File: src/rtl/ltmc_pkg.sv
// package: timing constants and enums for the lin transceiver mode controller
package ltmc_pkg;
	localparam int CLK_MHZ             = 50;   // clock rate in MHz
	localparam int SELECT_SETUP_NS     = 5000; // select_setup_delay, least 5.0 us
	localparam int FIRST_BIT_US        = 50;   // wait after mode selection, least
	localparam int SLEEP_HOLD_US       = 50;   // sleep_entry_delay, least
	localparam int FAST_ENTRY_US       = 35;   // fast_entry_window, longest
	localparam int FAST_EXIT_NS        = 5000; // fast_exit_glitch, below 5.0 us
	localparam int SWITCH_FILTER_US    = 70;   // switch_filter_time, max
	localparam int BUS_WAKE_US         = 120;  // bus_wake_filter_time, max
	localparam int OVERCURRENT_US      = 10;   // overcurrent_cutoff_delay, typical
	localparam int SETUP_CYC     = (SELECT_SETUP_NS * CLK_MHZ + 999) / 1000;
	localparam int FIRST_BIT_CYC = FIRST_BIT_US * CLK_MHZ;
	localparam int SLEEP_CYC     = SLEEP_HOLD_US * CLK_MHZ + SETUP_CYC;
	localparam int FAST_CYC      = FAST_ENTRY_US * CLK_MHZ;
	localparam int GLITCH_CYC    = (FAST_EXIT_NS * CLK_MHZ) / 1000 / 2;
	localparam int SWITCH_CYC    = SWITCH_FILTER_US * CLK_MHZ;
	localparam int BUS_WAKE_CYC  = BUS_WAKE_US * CLK_MHZ;
	localparam int OVC_CYC       = OVERCURRENT_US * CLK_MHZ;
	localparam int CNT_W         = 16;
	typedef enum logic [3:0] {
		LTMC_POWERUP, LTMC_SETUP, LTMC_SELECT, LTMC_SETTLE, LTMC_ACTIVE,
		LTMC_FAST_LOW, LTMC_FAST_GLITCH, LTMC_SLEEP_REQ, LTMC_SLEEP
	} ltmc_state_type;
endpackage : ltmc_pkg

File: src/rtl/ltmc_host.sv
// host-side controller driving the transceiver's drive, mode and watching state pins
////////////////////////////////////////////////////////////////////////////////
// How it works
// bus drive low gives dominant bus, high leaves it recessive.
// host sets drive level before raising mode; device latches it as slew.
// exactly two slews: normal for 20 kbps, slow for 10 kbps.
// in active modes state output follows the bus level.
// in sleep the state output floats.
// a recognised wake drives the state output low.
// mode control high means normal operation, both paths active.
// sleep requested by mode low with drive high, after filter delay.
// a mode low shorter than 50 us is no sleep request.
// entering sleep turns the regulator control output off.
// regulator control turns off within 50 us of mode falling.
// switch input changes filtered, 10 to 70 us.
// bus wake needs dominant longer than 40..120 us filter.
// drive settles at least 5.0 us before mode rises.
// first transmitted bit at least 50 us after mode selection.
// fast toggle, mode low to high, completes within 35 us.
// in fast mode a mode glitch under 5.0 us returns to prior mode.
// overcurrent switches the driver off after about 10 us.
// fast entry: both low, raise drive, then raise mode.
// chosen slew kept until passing through sleep.
// power-up or wake gives awake state: regulator on, state output low.
// sleep records switch level; filtered opposite level wakes.
// windows are counted and compared to constant limits.
module ltmc_host
	import ltmc_pkg::*;
(
	input  wire logic clk,
	input  wire logic rst_b,
	input  wire logic req_slow,      // slew choice for the next wake
	input  wire logic req_fast,      // pulse: run toggle into or out of fast
	input  wire logic req_sleep,     // pulse: put transceiver to sleep
	input  wire logic req_wake,      // pulse: wake transceiver from sleep
	input  wire logic uart_tx,       // user serial data
	input  wire logic bus_state,     // transceiver state output
	input  wire logic bus_state_oe,  // transceiver drives state output
	output logic      bus_drive,     // to transceiver drive input
	output logic      mode_ctrl,     // to transceiver mode control input
	output logic      uart_rx,       // received bus level
	output logic      link_ready,    // transmit allowed
	output logic      slow_sel,      // slew latched at last wake
	output logic      fast_on,       // fast mode believed active
	output logic      asleep,        // transceiver believed asleep
	output logic      wake_seen      // wake reported while asleep
);
	ltmc_state_type   state;
	logic [CNT_W-1:0] cnt;           // window counter
	logic [CNT_W-1:0] lo_run;        // cycles of the sleep request pattern

	// counts must fit the counter and the toggle must fit its windows
	initial begin
		assert (SLEEP_CYC < 2**CNT_W && FIRST_BIT_CYC < 2**CNT_W) else $error("count width");
		assert (2 * GLITCH_CYC < FAST_CYC) else $error("toggle too slow");
		assert (GLITCH_CYC * 1000 < FAST_EXIT_NS * CLK_MHZ) else $error("glitch too long");
	end

	////////////////////////////////////////////////////////////////////////////
	// mode sequencer; window counter restarts on entry to each timed state and is held clear in active and sleep
	always_ff @(posedge clk or negedge rst_b) begin
		if (!rst_b) begin
			state      <= LTMC_POWERUP;
			cnt        <= '0;
			bus_drive  <= 1'b1;
			mode_ctrl  <= 1'b0;
			link_ready <= 1'b0;
			slow_sel   <= 1'b0;
			fast_on    <= 1'b0;
			asleep     <= 1'b0;
		end else begin
			cnt <= cnt + 1'b1;
			case (state)
				LTMC_POWERUP: begin // awake state after power-up
					bus_drive <= ~req_slow;
					slow_sel  <= req_slow;
					cnt       <= '0;
					state     <= LTMC_SETUP;
				end
				LTMC_SETUP: begin
					if (cnt >= CNT_W'(SETUP_CYC)) begin
						mode_ctrl <= 1'b1;
						cnt       <= '0;
						state     <= LTMC_SETTLE;
					end
				end
				LTMC_SETTLE: begin
					bus_drive <= 1'b1;
					if (cnt >= CNT_W'(FIRST_BIT_CYC)) begin
						link_ready <= 1'b1;
						state      <= LTMC_ACTIVE;
					end
				end
				LTMC_ACTIVE: begin
					bus_drive <= uart_tx;
					cnt       <= '0;
					if (req_sleep) begin
						link_ready <= 1'b0;
						bus_drive  <= 1'b1;
						mode_ctrl  <= 1'b0;
						state      <= LTMC_SLEEP_REQ;
					end else if (req_fast && fast_on) begin
						link_ready <= 1'b0;
						mode_ctrl  <= 1'b0; // short glitch exits
						state      <= LTMC_FAST_GLITCH;
					end else if (req_fast) begin
						link_ready <= 1'b0;
						bus_drive  <= 1'b0; // both low first
						mode_ctrl  <= 1'b0;
						state      <= LTMC_FAST_LOW;
					end
				end
				LTMC_FAST_LOW: begin
					if (cnt == CNT_W'(GLITCH_CYC)) bus_drive <= 1'b1;
					if (cnt == CNT_W'(2 * GLITCH_CYC)) begin // well inside 35 us
						mode_ctrl <= 1'b1;
						fast_on   <= 1'b1;
						state     <= LTMC_ACTIVE;
						link_ready <= 1'b1;
					end
				end
				LTMC_FAST_GLITCH: begin
					if (cnt >= CNT_W'(GLITCH_CYC)) begin // under 5.0 us
						mode_ctrl  <= 1'b1;
						fast_on    <= 1'b0; // prior slew kept
						link_ready <= 1'b1;
						state      <= LTMC_ACTIVE;
					end
				end
				LTMC_SLEEP_REQ: begin
					// regulator control is already off by now
					if (cnt >= CNT_W'(SLEEP_CYC)) begin // held past the filter
						asleep  <= 1'b1;
						fast_on <= 1'b0;
						state   <= LTMC_SLEEP;
					end
				end
				LTMC_SLEEP: begin
					cnt <= '0;
					if (wake_seen || req_wake) begin
						asleep    <= 1'b0;
						bus_drive <= ~req_slow; // new slew only after sleep
						slow_sel  <= req_slow;
						state     <= LTMC_SETUP;
					end
				end
				default: state <= LTMC_POWERUP;
			endcase
		end
	end

	////////////////////////////////////////////////////////////////////////////
	// receive path; floating state output reads as recessive
	// a shorted bus reads dominant until the device cuts its driver
	always_ff @(posedge clk or negedge rst_b) begin
		if (!rst_b) uart_rx <= 1'b1;
		else uart_rx <= bus_state_oe ? bus_state : 1'b1; // see R4
	end

	// wake report: driven low while asleep, see R6; filtering is inside the device
	// switch and bus filters and the switch reference live there
	always_ff @(posedge clk or negedge rst_b) begin
		if (!rst_b) wake_seen <= 1'b0;
		else wake_seen <= (state == LTMC_SLEEP) && bus_state_oe && !bus_state;
	end

	////////////////////////////////////////////////////////////////////////////
	// helper: run length of the sleep request pattern, saturating
	always_ff @(posedge clk or negedge rst_b) begin
		if (!rst_b) begin
			lo_run <= '0;
		end else if (mode_ctrl || !bus_drive) begin
			lo_run <= '0;
		end else if (lo_run != '1) begin
			lo_run <= lo_run + 1'b1;
		end
	end

	////////////////////////////////////////////////////////////////////////////
	// sleep belief only after the pattern outlasted the device filter
	a_sleep_span: assert property (@(posedge clk) disable iff (!rst_b)
		$rose(asleep) |-> lo_run > CNT_W'(SLEEP_HOLD_US * CLK_MHZ))
		else $error("sleep pattern too short");
	// slew level presented at the wake rise matches the latched choice
	a_wake_slew: assert property (@(posedge clk) disable iff (!rst_b)
		$rose(mode_ctrl) && state == LTMC_SETTLE |-> bus_drive == !slow_sel)
		else $error("slew level wrong at rise");
	// asleep: driver released and mode held low
	a_asleep_pins: assert property (@(posedge clk) disable iff (!rst_b)
		asleep |-> bus_drive && !mode_ctrl)
		else $error("pins wrong while asleep");
	// fast mode only reached with drive and mode both high
	a_fast_order: assert property (@(posedge clk) disable iff (!rst_b)
		$rose(fast_on) |-> bus_drive && mode_ctrl)
		else $error("fast entry order wrong");
	// floating state output reads recessive
	a_rx_float: assert property (@(posedge clk) disable iff (!rst_b)
		!bus_state_oe |=> uart_rx)
		else $error("floating state not recessive");
	// driven state output passes through one cycle later
	a_rx_follow: assert property (@(posedge clk) disable iff (!rst_b)
		bus_state_oe |=> uart_rx == $past(bus_state))
		else $error("receive not following bus");
	// mode sequencing checks
	a_sleep_drive_high: assert property (@(posedge clk) disable iff (!rst_b)
		(state == LTMC_SLEEP_REQ) |-> (bus_drive && !mode_ctrl)) else $error("sleep needs drive high");
	a_setup_before_rise: assert property (@(posedge clk) disable iff (!rst_b)
		$rose(mode_ctrl) && state == LTMC_SETTLE |-> $stable(bus_drive)[*1])
		else $error("drive moved at rise");
	a_ready_after_wait: assert property (@(posedge clk) disable iff (!rst_b)
		$rose(mode_ctrl) && state == LTMC_SETTLE |-> !link_ready[*8])
		else $error("transmit too early");
	a_fast_low_short: assert property (@(posedge clk) disable iff (!rst_b)
		$fell(mode_ctrl) && bus_drive == 1'b0 |-> ##[1:1000] mode_ctrl) else $error("toggle too long");
	a_glitch_short: assert property (@(posedge clk) disable iff (!rst_b)
		(state == LTMC_FAST_GLITCH) |-> ##[1:200] mode_ctrl) else $error("exit glitch too long");
	a_sleep_hold: assert property (@(posedge clk) disable iff (!rst_b)
		$rose(asleep) |-> !mode_ctrl && !$past(mode_ctrl, 8))
		else $error("sleep low too short");
	a_tx_follows: assert property (@(posedge clk) disable iff (!rst_b)
		(state == LTMC_ACTIVE) && link_ready && !req_sleep && !req_fast |=> bus_drive == $past(uart_tx))
		else $error("drive not following data");
	a_slew_held: assert property (@(posedge clk) disable iff (!rst_b)
		!asleep && state != LTMC_POWERUP && state != LTMC_SLEEP |=> $stable(slow_sel))
		else $error("slew changed while awake");
endmodule : ltmc_host

File: config.mk
export PLATFORM = sky130hd
export DESIGN_NAME = ltmc_host
export DESIGN_NICKNAME = d
export VERILOG_FILES = /design/src/rtl/ltmc_pkg.sv /design/src/rtl/ltmc_host.sv
export SDC_FILE = /design/constraint.sdc
export NUM_CORES = 1
export LEC_CHECK = 0
export ABC_AREA = 1
export BUFFER_PORTS_ARGS = -buffer_cell sky130_fd_sc_hd__buf_2
export CAP_MARGIN = 5
export CORE_MARGIN = 5
export CORE_UTILIZATION = 55
export CTS_BUF_LIST = sky130_fd_sc_hd__clkbuf_8
export DETAILED_ROUTE_END_ITERATION = 7
export PLACE_DENSITY = 0.75
export SYNTH_ARGS = -nofsm -noshare
export SYNTH_HDL_FRONTEND = slang
export SYNTH_SLANG_ARGS = --single-unit
export TNS_END_PERCENT = 5
File: constraint.sdc
create_clock -name clk -period 1.7 [get_ports clk]
set_clock_uncertainty 0.1 [all_clocks]
set_input_delay 0.34 -clock clk [delete_from_list [all_inputs] [get_ports clk]]
set_output_delay 0.34 -clock clk [all_outputs]
set_load 0.02 [all_outputs]
==> impl_results.md <==
* 1st-iter DRT viols at 95
* # H-tree levels at 1
* Number of CTS-inserted buffers at 3
* Commonest non-fill, non-tap cell in the layout: nand2_1
* Core box area at 0.003337 sq mm
* DR WL/cell at 12.57 um
* 1st-pass router iterations at 4
* Vias per inst at 5.071
* Number of diodes at 0
* #FFs+latches synth at 28
* Remaining routing DRC violations at 0
* Via count at 1643
* Worst slew margin at 0.5896
* Largest net degree at the start of global routing at 29
* Fill cells at 286
* Crit path DAT at 1.72 ns
* Worst setup margin at 0.05156 ns
* Fin crit period at 1.648 ns
* F_max at 0.6066 GHz
* Core occupancy in the finished layout at 0.6663
* Syn nets at 265
* Top cell type's share of synthesized area at 0.3435
* Status: completed
* CP Cell Sequence: nor2_2 -> nand2_1 -> nor2_4 -> buf_4 -> a21boi_2 -> nor2_4 -> nand3_2 -> nand2_1 -> nand2_1
* IO Count at 17
* Die Wd at 68.69 um
* Clock slew at reported path FFs at 0.09 ns
* Yosys top cell by area: dfrtp_1
* Dpl ws at 0.02337 ns
* Buf/Inv on CP at 1
* Total global routing overflow at 0
* Chip height at 68.69 um
* Synth warn at 0
* Endpoints failing hold at 0
* CP endpoint kind: flip-flop
* Routability cong. at 0.9654
* Rows at 21
* Cells after Synth at 252
* Post-DRT Antenna Nets at 0
* Vias in the first global route at 1534
* Final slew viol count at 0
* Area of the multi-input gates at 0.001131 sq mm
* CTS root buf: clkbuf_8
* Worst-path maximum fanout at 7
* Die Area at 0.004718 sq mm
* Worst Hold Class: in -> reg
* Slowest cell on the critical path: dfrtp_2
* Startpoint types: flip-flop
* DP Wirelength at 3.125 mm
* Commonest cells after routing, fill and taps aside: nand2_1, nor2_1, inv_1
* Post-synthesis average cell area at 7.517 sq um
* P per Cell Area at 482.8 mW/mm^2
* RSZ-0062 raised after global routing: yes
* Total Power at 1.073 mW
* Period utilization at 0.9697
* Worst-Skew Late Latency at 0.27 ns
* # nets final at 292
* Kind of critical path: reg -> reg
* Area Growth Syn to Fin at 17.37%
* Leakage at 1.023 nW
* Reg area at 713.2 sq um
* CP delay by family, top: simple AND/OR/NAND/NOR gates
* Port bufs at 16
* GR Util All Layers at 0.1889
* Synth cell types at 33
* Max_cap viols at 0
* Most frequent CP cell: nand2_1
* Initial antenna violation count at 0
* Crit-path max cell delay at 0.47 ns
* Fraction of layout cells with a size suffix above 1 at 0.3237
* Tightest Pin Transition at 0.6157 ns
* CTS max path bufs at 2
* Total wire length at 4.072 mm
* First-pass GRT wire length at 6.713 mm
* Seq/Total Area, Yosys at 0.3712
* Starting Density at 0.5677
* Post-Syn Area at 0.001894 sq mm
* CTS tree: built
* Clock sinks at 28
* CP required at 1.77 ns
* # setup viols final at 0
* Peak supply drop at 430.8 uV
* Dominant cells by area after synthesis: dfrtp_1, nand2_1, nor2_1
==> routing by layer <==
layer / part of all wire / vias up / global-route usage
met4: 0.015 / 0 / 0.07196
met5: 0 / - / 0
met2: 0.50 / 28 / 0.3159
met3: 0.031 / 6 / 0.02431
met1: 0.45 / 762 / 0.2470
li1: - / 847 / -
==> through the flow <==
step | instances | area, sq um | setup TNS [ns] | hold slack [ns]
finish | 324 | 2223 | 0 | 0.1218
global placement | 316 | 2043 | 0 | 0.2877
global route | 324 | 2223 | -0.3879 | 0.1126
CTS | 321 | 2098 | 0 | 0.1242
detailed placement | 316 | 2043 | 0 | 0.2871
floorplan | 252 | 1894 | 0 | -0.05559
==> Yosys cell counts (all sizes together) <==
| library cell | instances |
|---|---|
| nand2 | 55 |
| a31oi | 1 |
| nand4 | 5 |
| inv | 37 |
| and2b | 1 |
| dfrtp | 26 |
| xnor2 | 3 |
| nand3b | 1 |
| ha | 4 |
| xor2 | 7 |
| and3 | 2 |
| o21ai | 9 |
| nor3b | 1 |
| nor3 | 9 |
| nand3 | 22 |
| dfstp | 2 |
| nor2 | 56 |
| a21oi | 8 |
| a21boi | 2 |
| buf | 1 |
==> registers in the layout (all words and copies together) (netlist names) <==
| name | count |
|---|---|
| mode_ctrl | 1 |
| slow_sel | 1 |
| fast_on | 1 |
| uart_rx | 1 |
| bus_drive | 1 |
| state | 4 |
| wake_seen | 1 |
| asleep | 1 |
| link_ready | 1 |
| cnt | 16 |
==> path summary, 6_finish.rpt <==
check,cells after the start,start,slack [ns],endpoint
min reg2reg,2,mode_ctrl,0.37,mode_ctrl
max,9,cnt[9],0.05,state[1]
max in group asynchronous,2,rst_b,0.55,state[2]
min,2,bus_state_oe,0.12,uart_rx
max reg2reg,9,cnt[9],0.05,state[1]
min in group asynchronous,2,rst_b,0.50,cnt[6]
==> timing repair <==
action                     4_1_cts  5_1_grt
setup endpoints to repair        0       21
hold endpoints to repair        26        0
gates resized for setup          0       32
buffers inserted                 0        3
hold buffers                     1        0
==> logic make-up (layout without fill, tap and decap cells) <==
family                   count (synthesis)  after routing  synth area share
XOR/XNOR                                10             10           0.04624
AO/OA/AOI/OAI                           20             20           0.06011
AND/OR/NAND/NOR                        152            152            0.4155
adder cells (fa/ha/maj)                  4              4           0.02642
buffers and inverters                   38             64           0.08058
flip-flops                              28             28            0.3712
==> power breakdown <==
group          internal [mW]  leakage, nW  switching (mW)
Combinational         0.0137        0.638          0.0266
Sequential             0.671        0.358         0.00156
Clock                  0.162       0.0269           0.199
Total                  0.847         1.02           0.227
==> layout make-up <==
class / instances / share of cell area
multi-input cells: 186 / 0.5087
flip-flops and latches: 28 / 0.3208
inverters: 37 / 0.06359
repair buffers: 23 / 0.06078
well taps: 46 / 0.02589
clock buffers: 3 / 0.01857
clock inverters: 1 / 0.001688
Note: power is estimated with default switching activity, not from simulation.
